<file path="config.mk">
export PLATFORM = sky130hd
export DESIGN_NAME = pfs_sequencer
export DESIGN_NICKNAME = d
export VERILOG_FILES = /design/src/pfs_pkg.sv /design/src/pfs_sequencer.sv /design/src/pfs_hold_mem.sv
export SDC_FILE = /design/constraint.sdc
export NUM_CORES = 2
export LEC_CHECK = 0
export BUFFER_PORTS_ARGS = -buffer_cell sky130_fd_sc_hd__buf_2
export CORE_UTILIZATION = 25
export DETAILED_ROUTE_END_ITERATION = 16
export GPL_ROUTABILITY_DRIVEN = 0
export PLACE_DENSITY = 0.46
export SLEW_MARGIN = 10
export SYNTH_ARGS = -nofsm -noshare
export SYNTH_HDL_FRONTEND = slang
export SYNTH_SLANG_ARGS = --single-unit
</file>
<file path="constraint.sdc">
create_clock -name clk_in -period 7.3 [get_ports clk_in]
set_input_delay 1.095 -clock clk_in [delete_from_list [all_inputs] [get_ports clk_in]]
set_output_delay 1.095 -clock clk_in [all_outputs]
set_load 0.02 [all_outputs]
</file>
<file path="src/pfs_pkg.sv">
// Package: constants, states and carriers of the program flash sequencer
package pfs_pkg;
  // Register byte offsets
  localparam logic [7:0] OFS_CTRL   = 8'h00;
  localparam logic [7:0] OFS_UNLOCK = 8'h04;
  localparam logic [7:0] OFS_PTR    = 8'h08;
  localparam logic [7:0] OFS_LATCH  = 8'h0C;
  localparam logic [7:0] OFS_TOP    = 8'h10;
  localparam logic [7:0] OFS_STATUS = 8'h14;
  // Control register fields
  localparam int CTRL_PGM_SEL   = 7;
  localparam int CTRL_CFG_SEL   = 6;
  localparam int CTRL_ERASE_SEL = 4;
  localparam int CTRL_WR_ERR    = 3;
  localparam int CTRL_WR_EN     = 2;
  localparam int CTRL_START     = 1;
  // Table operation register fields
  localparam int TOP_READ  = 0;
  localparam int TOP_WRITE = 1;
  localparam int TOP_MODE  = 2;
  // Status register fields
  localparam int STAT_DONE = 0;
  localparam int STAT_BUSY = 1;
  // Unlock keys
  localparam logic [7:0] KEY_FIRST  = 8'h55;
  localparam logic [7:0] KEY_SECOND = 8'hAA;
  // Geometry and reset values
  localparam int          PTR_W     = 22;
  localparam int          ROW_BYTES = 64;
  localparam int          IDX_W     = 6;
  localparam logic [7:0]  HOLD_INIT = 8'hFF;
  localparam logic [21:0] PTR_INIT  = 22'h000000;
  localparam logic [7:0]  BYTE_ZERO = 8'h00;
  // Long cycle timing
  localparam int CLK_KHZ       = 25000;
  localparam int LONG_TIME_US  = 2000;
  localparam int LONG_CYCLES   = (LONG_TIME_US * CLK_KHZ) / 1000;

  typedef enum logic [1:0] {
    PM_KEEP    = 2'b00,
    PM_POSTINC = 2'b01,
    PM_POSTDEC = 2'b10,
    PM_PREINC  = 2'b11
  } pfs_ptr_mode_t;

  typedef enum logic [1:0] {
    UL_NONE   = 2'b00,
    UL_FIRST  = 2'b01,
    UL_ARMED  = 2'b10
  } pfs_unlock_t;

  typedef enum logic [2:0] {
    ST_IDLE    = 3'b000,
    ST_RD      = 3'b001,
    ST_ERASE   = 3'b010,
    ST_PROG_RD = 3'b011,
    ST_PROG_WR = 3'b100,
    ST_WAIT    = 3'b101,
    ST_DONE    = 3'b110
  } pfs_state_t;

  typedef struct packed {
    logic        strobe;
    logic [21:0] addr;
    logic [7:0]  data;
  } pfs_pgm_t;

  typedef struct packed {
    logic        strobe;
    logic [15:0] row;
  } pfs_erase_t;
endpackage

</file>
<file path="src/pfs_sequencer.sv">
// Program flash self-programming sequencer with Wishbone register slave
`timescale 1ns/100ps
`default_nettype none
module pfs_sequencer
  import pfs_pkg::*;
#(
  parameter int LONG_CNT = pfs_pkg::LONG_CYCLES
) (
  // Clock and reset
  input  wire logic                   clk_in,
  input  wire logic                   reset_in,
  // Wishbone slave
  input  wire logic                   wb_cyc_in,
  input  wire logic                   wb_stb_in,
  input  wire logic                   wb_we_in,
  input  wire logic [7:0]             wb_adr_in,
  input  wire logic [3:0]             wb_sel_in,
  input  wire logic [31:0]            wb_dat_in,
  output logic      [31:0]            wb_dat_out,
  output logic                        wb_ack_out,
  // Flash array read port, data in the same cycle as address
  output logic      [20:0]            flash_raddr_out,
  input  wire logic [15:0]            flash_rdata_in,
  // Flash array erase and program requests
  output pfs_pkg::pfs_erase_t         flash_erase_out,
  output pfs_pkg::pfs_pgm_t           flash_pgm_out,
  // Core halt during long cycles
  output logic                        core_stall_out
);
  localparam int CW = $clog2(LONG_CNT + 1);

  pfs_state_t     state, next_state;
  pfs_unlock_t    unlock, next_unlock;
  logic [PTR_W-1:0] table_pointer, next_pointer;
  logic [7:0]     table_latch, next_latch;
  logic           pgm_sel, next_pgm_sel, cfg_sel, next_cfg_sel;
  logic           erase_sel, next_erase_sel, wr_en, next_wr_en;
  logic           start, next_start, wr_err, next_wr_err;
  logic           done_flag, next_done_flag;
  logic           rd_hi, next_rd_hi;
  logic [IDX_W-1:0] idx, next_idx;
  logic [CW-1:0]  timer, next_timer;
  logic           ack, next_ack;
  logic [31:0]    rdata, next_rdata;
  logic [20:0]    raddr, next_raddr;
  pfs_erase_t     erase_q, next_erase;
  pfs_pgm_t       pgm_q, next_pgm;
  logic           hold_wr, hold_preset;
  logic [IDX_W-1:0] hold_rd_addr;
  logic [7:0]     hold_rd_data;
  logic           acc, wr_acc, long_busy;
  logic [PTR_W-1:0] eff_ptr;
  pfs_ptr_mode_t  mode;

  // One decode used by both the read and write paths
  function automatic logic hit(input logic [7:0] adr, input logic [7:0] ofs);
    return adr[7:2] == ofs[7:2];
  endfunction

  assign acc       = wb_cyc_in && wb_stb_in && !ack;
  assign wr_acc    = acc && wb_we_in;
  assign long_busy = (state == ST_ERASE) || (state == ST_PROG_RD) ||
                     (state == ST_PROG_WR) || (state == ST_WAIT) || (state == ST_DONE);
  assign mode      = pfs_ptr_mode_t'(wb_dat_in[TOP_MODE +: 2]);
  // Pre-increment touches the low 21 bits only
  assign eff_ptr   = (mode == PM_PREINC) ?
                     {table_pointer[21], table_pointer[20:0] + 21'h000001} : table_pointer;

  always_comb begin
    next_state     = state;
    next_unlock    = unlock;
    next_pointer   = table_pointer;
    next_latch     = table_latch;
    next_pgm_sel   = pgm_sel;
    next_cfg_sel   = cfg_sel;
    next_erase_sel = erase_sel;
    next_wr_en     = wr_en;
    next_start     = start;
    next_wr_err    = wr_err;
    next_done_flag = done_flag;
    next_rd_hi     = rd_hi;
    next_idx       = idx;
    next_timer     = timer;
    next_ack       = acc;
    next_rdata     = 32'h00000000;
    next_raddr     = raddr;
    next_erase     = '{strobe: 1'b0, row: erase_q.row};
    next_pgm       = '{strobe: 1'b0, addr: pgm_q.addr, data: pgm_q.data};
    hold_wr        = 1'b0;
    hold_preset    = 1'b0;
    hold_rd_addr   = idx;

    // Register reads
    if (acc && !wb_we_in) begin
      if (hit(wb_adr_in, OFS_CTRL)) begin
        next_rdata[7:0] = {pgm_sel, cfg_sel, 1'b0, erase_sel, wr_err, wr_en, start, 1'b0};
      end else if (hit(wb_adr_in, OFS_PTR)) begin
        next_rdata[PTR_W-1:0] = table_pointer;
      end else if (hit(wb_adr_in, OFS_LATCH)) begin
        next_rdata[7:0] = table_latch;
      end else if (hit(wb_adr_in, OFS_STATUS)) begin
        next_rdata[STAT_DONE] = done_flag;
        next_rdata[STAT_BUSY] = state != ST_IDLE;
      end
    end

    // Unlock tracker: any other write breaks the chain
    if (wr_acc) begin
      next_unlock = UL_NONE;
      if (hit(wb_adr_in, OFS_UNLOCK) && wb_sel_in[0]) begin
        if (wb_dat_in[7:0] == KEY_FIRST) begin
          next_unlock = UL_FIRST;
        end else if (wb_dat_in[7:0] == KEY_SECOND && unlock == UL_FIRST) begin
          next_unlock = UL_ARMED;
        end
      end
    end

    // Register writes, ignored while a long cycle holds the core
    if (wr_acc && !long_busy) begin
      if (hit(wb_adr_in, OFS_CTRL) && wb_sel_in[0]) begin
        next_pgm_sel   = wb_dat_in[CTRL_PGM_SEL];
        next_cfg_sel   = wb_dat_in[CTRL_CFG_SEL];
        next_erase_sel = wb_dat_in[CTRL_ERASE_SEL];
        next_wr_en     = wb_dat_in[CTRL_WR_EN];
        next_wr_err    = wb_dat_in[CTRL_WR_ERR];
        if (wb_dat_in[CTRL_START] && !start && state == ST_IDLE) begin
          if (unlock == UL_ARMED && wb_dat_in[CTRL_WR_EN] && wb_dat_in[CTRL_PGM_SEL] &&
              !wb_dat_in[CTRL_CFG_SEL]) begin
            next_start  = 1'b1;
            next_wr_err = 1'b1;
            next_idx    = '0;
            next_timer  = CW'(LONG_CNT);
            next_state  = wb_dat_in[CTRL_ERASE_SEL] ? ST_ERASE : ST_PROG_RD;
          end else begin
            // Refused start: flash untouched, error marked
            next_wr_err = 1'b1;
          end
        end
      end
      if (hit(wb_adr_in, OFS_PTR)) begin
        for (int b = 0; b < 2; b++) begin
          if (wb_sel_in[b]) begin
            next_pointer[b*8 +: 8] = wb_dat_in[b*8 +: 8];
          end
        end
        // Upper lane carries only pointer bits 21:16
        if (wb_sel_in[2]) begin
          next_pointer[21:16] = wb_dat_in[21:16];
        end
      end
      if (hit(wb_adr_in, OFS_LATCH) && wb_sel_in[0]) begin
        next_latch = wb_dat_in[7:0];
      end
      if (hit(wb_adr_in, OFS_STATUS) && wb_sel_in[0] && wb_dat_in[STAT_DONE]) begin
        next_done_flag = 1'b0;
      end
      if (hit(wb_adr_in, OFS_TOP) && wb_sel_in[0] && state == ST_IDLE &&
          (wb_dat_in[TOP_READ] || wb_dat_in[TOP_WRITE])) begin
        unique case (mode)
          PM_POSTINC: next_pointer[20:0] = table_pointer[20:0] + 21'h000001;
          PM_POSTDEC: next_pointer[20:0] = table_pointer[20:0] - 21'h000001;
          PM_PREINC:  next_pointer       = eff_ptr;
          PM_KEEP:    next_pointer       = table_pointer;
        endcase
        if (wb_dat_in[TOP_READ]) begin
          next_raddr = eff_ptr[21:1];
          next_rd_hi = eff_ptr[0];
          next_state = ST_RD;
        end else begin
          hold_wr = 1'b1;
        end
      end
    end

    unique case (state)
      ST_IDLE: begin
      end
      ST_RD: begin
        // Array answers within the cycle its address stands
        next_latch = rd_hi ? flash_rdata_in[15:8] : flash_rdata_in[7:0];
        next_state = ST_IDLE;
      end
      ST_ERASE: begin
        next_erase = '{strobe: 1'b1, row: table_pointer[21:6]};
        next_state = ST_WAIT;
      end
      ST_PROG_RD: begin
        next_state = ST_PROG_WR;
      end
      ST_PROG_WR: begin
        // Array can only clear bits, so an all-ones byte needs no pulse
        if (hold_rd_data != HOLD_INIT) begin
          next_pgm = '{strobe: 1'b1, addr: {table_pointer[21:6], idx}, data: hold_rd_data};
        end
        next_idx   = idx + 6'h01;
        next_state = (idx == IDX_W'(ROW_BYTES - 1)) ? ST_WAIT : ST_PROG_RD;
      end
      ST_WAIT: begin
        next_timer = timer - CW'(1);
        if (timer == CW'(1)) begin
          next_state = ST_DONE;
        end
      end
      ST_DONE: begin
        hold_preset    = 1'b1;
        next_start     = 1'b0;
        next_erase_sel = 1'b0;
        next_wr_err    = 1'b0;
        next_done_flag = 1'b1;
        next_state     = ST_IDLE;
      end
      default: next_state = ST_IDLE;
    endcase

    if (reset_in) begin
      next_state     = ST_IDLE;
      next_unlock    = UL_NONE;
      next_pointer   = PTR_INIT;
      next_latch     = BYTE_ZERO;
      next_pgm_sel   = 1'b0;
      next_cfg_sel   = 1'b0;
      next_erase_sel = 1'b0;
      next_wr_en     = 1'b0;
      next_start     = 1'b0;
      // Error survives reset so software can see an aborted cycle
      next_wr_err    = wr_err | long_busy;
      next_done_flag = 1'b0;
      next_rd_hi     = 1'b0;
      next_idx       = '0;
      next_timer     = '0;
      next_ack       = 1'b0;
      next_rdata     = 32'h00000000;
      next_raddr     = 21'h000000;
      next_erase     = '{strobe: 1'b0, row: 16'h0000};
      next_pgm       = '{strobe: 1'b0, addr: PTR_INIT, data: BYTE_ZERO};
    end
  end

  always_ff @(posedge clk_in) begin
    state         <= next_state;
    unlock        <= next_unlock;
    table_pointer <= next_pointer;
    table_latch   <= next_latch;
    pgm_sel       <= next_pgm_sel;
    cfg_sel       <= next_cfg_sel;
    erase_sel     <= next_erase_sel;
    wr_en         <= next_wr_en;
    start         <= next_start;
    wr_err        <= next_wr_err;
    done_flag     <= next_done_flag;
    rd_hi         <= next_rd_hi;
    idx           <= next_idx;
    timer         <= next_timer;
    ack           <= next_ack;
    rdata         <= next_rdata;
    raddr         <= next_raddr;
    erase_q       <= next_erase;
    pgm_q         <= next_pgm;
  end

  pfs_hold_mem #(.DEPTH(ROW_BYTES), .AW(IDX_W)) u_hold (
    .clk_in      (clk_in),
    .reset_in    (reset_in),
    .wr_in       (hold_wr),
    .wr_addr_in  (eff_ptr[IDX_W-1:0]),
    .wr_data_in  (table_latch),
    .preset_in   (hold_preset),
    .rd_addr_in  (hold_rd_addr),
    .rd_data_out (hold_rd_data)
  );

  assign wb_ack_out      = ack;
  assign wb_dat_out      = rdata;
  assign flash_raddr_out = raddr;
  assign flash_erase_out = erase_q;
  assign flash_pgm_out   = pgm_q;
  assign core_stall_out  = long_busy;
endmodule
`default_nettype wire

</file>
<file path="src/pfs_hold_mem.sv">
// Holding registers: byte memory with registered read and bulk preset
`timescale 1ns/100ps
`default_nettype none
module pfs_hold_mem #(
  parameter int DEPTH = 64,
  parameter int AW    = 6
) (
  // Clock and reset
  input  wire logic          clk_in,
  input  wire logic          reset_in,
  // Write port
  input  wire logic          wr_in,
  input  wire logic [AW-1:0] wr_addr_in,
  input  wire logic [7:0]    wr_data_in,
  // Bulk preset
  input  wire logic          preset_in,
  // Read port
  input  wire logic [AW-1:0] rd_addr_in,
  output logic      [7:0]    rd_data_out
);
  import pfs_pkg::*;

  logic [7:0] mem      [DEPTH];
  logic [7:0] next_mem [DEPTH];
  logic [7:0] next_rd_data;

  always_comb begin
    for (int i = 0; i < DEPTH; i++) begin
      if (reset_in || preset_in) begin
        next_mem[i] = HOLD_INIT;
      end else if (wr_in && (wr_addr_in == AW'(i))) begin
        next_mem[i] = wr_data_in;
      end else begin
        next_mem[i] = mem[i];
      end
    end
    next_rd_data = reset_in ? HOLD_INIT : mem[rd_addr_in];
  end

  always_ff @(posedge clk_in) begin
    mem         <= next_mem;
    rd_data_out <= next_rd_data;
  end
endmodule
`default_nettype wire

</file>
==> metrics.cfg <==
[status]
status = complete, no violations

[layout]
layout_commonest_cell = dfxtp_1
nets = 3206
design_area_um2 = 36100
antenna_cells = 0
num-fill-cells = 12966
syn2layout_area_growth_pct = 14.8
drive_above_1_share_pct = 17.1
fin_cells = 4834
final_cell_mix = dfxtp_1, nor2_1, mux2i_1, o211ai_1, o31ai_1

[grt]
grt_max_degree = 224
grtUsageTotal_pct = 16.2
grt_overflow_total = 0
grt_pass1_vias = 24091
antenna_found_initial = 0
grt_pass1_wl_mm = 159

[die]
fp-row-count = 129
dieArea_um2 = 127000
pin_count = 168
die_x_um = 357
start_util_pct = 25.3
die_h_um = 357
core_um2 = 124000

[critical_path]
cp-start-kind = input port
critPathArrivalTime_ps = 4680
endpoint_kind = flop
critPathKind = input port to flop
crit_path_start = wb_dat_in[2]
cp.required_ps = 7770
r2r_start = table_pointer[1]$_SDFFE_PP0P_
crit_fanout = 59

[sta]
tns_ps = 0
final.setup_skew_ps = 32.0
setup_violations = 0
tightest_slew_ps = 1290
fmax_mhz = 237
slew_headroom_pct = 14.1
fin_crit_ps = 4220
rsz0062_at_grt = no
layout_setup_ws_ps = 3080
hold_ws_ps = 451
fin_crit_sh_pct = 57.8
final_hold_viol_count = 0
slew_viol_final = 0

[clocking]
cts_made_buffers = 78
cts_buffer_depth = 3
htree_levels = 3
cts_resized = 0
tritoncts = done
clk_pin_slew_ps = 60
clock_latency_ps = 640
clock_sinks = 677
holdBufCountCts = 0
post_cts_buffers = 0
clockRootBuffer = clkbuf_16

[yosys]
synth-compound-area-share_pct = 16.3
yosys_warnings = 0
yosysSeqAreaShare_pct = 43.2
synth-main-ff-cell = dfxtp_1
syn_area_um2 = 31400
synthSimpleGateAreaFrac_pct = 13.8
yosys.area_share.adder_pct = 0.199
syn_avg_cell_area_um2 = 9.88
synthXorXnorAreaFrac_pct = 0.808
ys_types = 78
synth_edf_count = 1
ys_ff_latch = 677
async_reset_ff_share_pct = 0
synth_top_family_by_area = multiplexers
syn_inst = 3181
synth.area.mux_share_pct = 21.2

[worst_hold_path]
min_from = wr_en$_SDFFE_PP0P_
worstHoldPathType = flop to flop

[power]
power_density_nw_per_um2 = 217
peakVddDrop_mv = 0.140
p_leak_nw = 14.0

[flow_run]
max_cap_viol_count = 0

[placed_design]
dp_hpwl_mm = 64.2
port-buffer-count = 144
placed_area_um2 = 33500
pre_cts_slack_ps = 2410
placed_cells = 4693

[detailed_routing]
wl_per_cell_um = 21.9
drt_iter0_markers = 2211
routed_wl_mm = 106
vias = 24822
drc = 0
via_per_inst = 5.13
antenna_left = 0
dr.pass1.iters = 7

-- Yosys cell counts (all sizes together), types with 21 or more instances --
master	number	area share [%]
o211ai	202	4.8
nand2	132	1.6
a211oi	43	1.1
nor2	455	5.4
nor3	40	0.67
inv	21	0.25
a22oi	45	1.1
mux4	107	7.7
o31ai	196	4.7
xnor2	21	0.59
nor2b	27	0.54
o21ai	33	0.53
dfxtp	676	43
nand4	22	0.44
nand3	87	2.2
clkbuf	263	3.1
mux2i	398	13
buf	66	1.1
a21oi	77	1.2
mux2	24	0.86
-- through the flow --
step           utilization (%)  power, mW
2_1_floorplan                -       3.91
3_3_place_gp              27.0       4.00
3_5_place_dp              27.0       4.00
4_1_cts                   29.1       7.95
5_1_grt                   29.1       8.10
6_report                  29.1       7.84
-- cells by family (layout without fill, tap and decap cells) --
family | Yosys count | count (layout)
xor gates and xnor gates | 29 | 29
muxes | 529 | 529
other | 1 | 10
adders and majority gates | 5 | 5
and+or+nand+nor | 891 | 891
DFF | 677 | 677
buffers and inverters | 351 | 358
AOI/OAI and AO/OA | 698 | 698
-- report_power, final --
| part | leakage (nW) | switching, mW | internal (mW) | total, mW |
|---|---|---|---|---|
| combinational | 7.24 | 0.178 | 0.0449 | 0.223 |
| sequential | 5.48 | 0.00145 | 3.70 | 3.70 |
| clock | 1.26 | 1.62 | 2.31 | 3.92 |
-- final timing paths --
check | to | slack (ps) | cells past startpoint
setup / recovery | u_hold.mem[284]$_SDFFE_PP1P_ | 3080 | 8
setup reg to reg | u_hold.mem[284]$_SDFFE_PP1P_ | 3440 | 9
hold reg to reg | wr_en$_SDFFE_PP0P_ | 450 | 2
hold / removal | wr_en$_SDFFE_PP0P_ | 450 | 2
-- cell type report --
cell class | instances | area, µm² | share of cell area [%]
inverters | 22 | 82.6 | 0.229
clock inverters | 15 | 128 | 0.354
flip-flops and latches | 677 | 13600 | 37.6
well taps | 1637 | 2050 | 5.68
multi-input cells | 2162 | 16700 | 46.2
clock buffers | 126 | 2420 | 6.72
repair buffers | 195 | 1160 | 3.20
-- critical path: stages --
cell and delay (ps):
buf_2 340, nand2_1 430, o21a_1 380, o2111ai_4 220, buf_4 480, buf_4 680
nand2b_2 820, o211ai_1 200
-- routing by layer --
| layer | vias up | global-route usage [%] | share of wire [%] | wire length (µm) |
|---|---|---|---|---|
| li1 | 11664 | - | - | - |
| met1 | 12405 | 22.5 | 47 | 49700 |
| met2 | 599 | 26.0 | 46 | 48800 |
| met3 | 154 | 2.10 | 4.4 | 4670 |
| met4 | 0 | 4.80 | 2.5 | 2680 |
| met5 | - | 0 | 0 | 0 |
-- registers in the layout (all words and copies together), names as in the netlist, 2 cells and up --
signal / cells
u_hold.rd_data_out: 8
table_pointer: 22
flash_erase_out: 17
flash_pgm_out: 31
hold_rd_addr: 6
table_latch: 8
wb_dat_out: 22
state: 3
flash_raddr_out: 21
unlock: 2
timer: 16
u_hold.mem: 512
(Power assumes the default switching activity.)
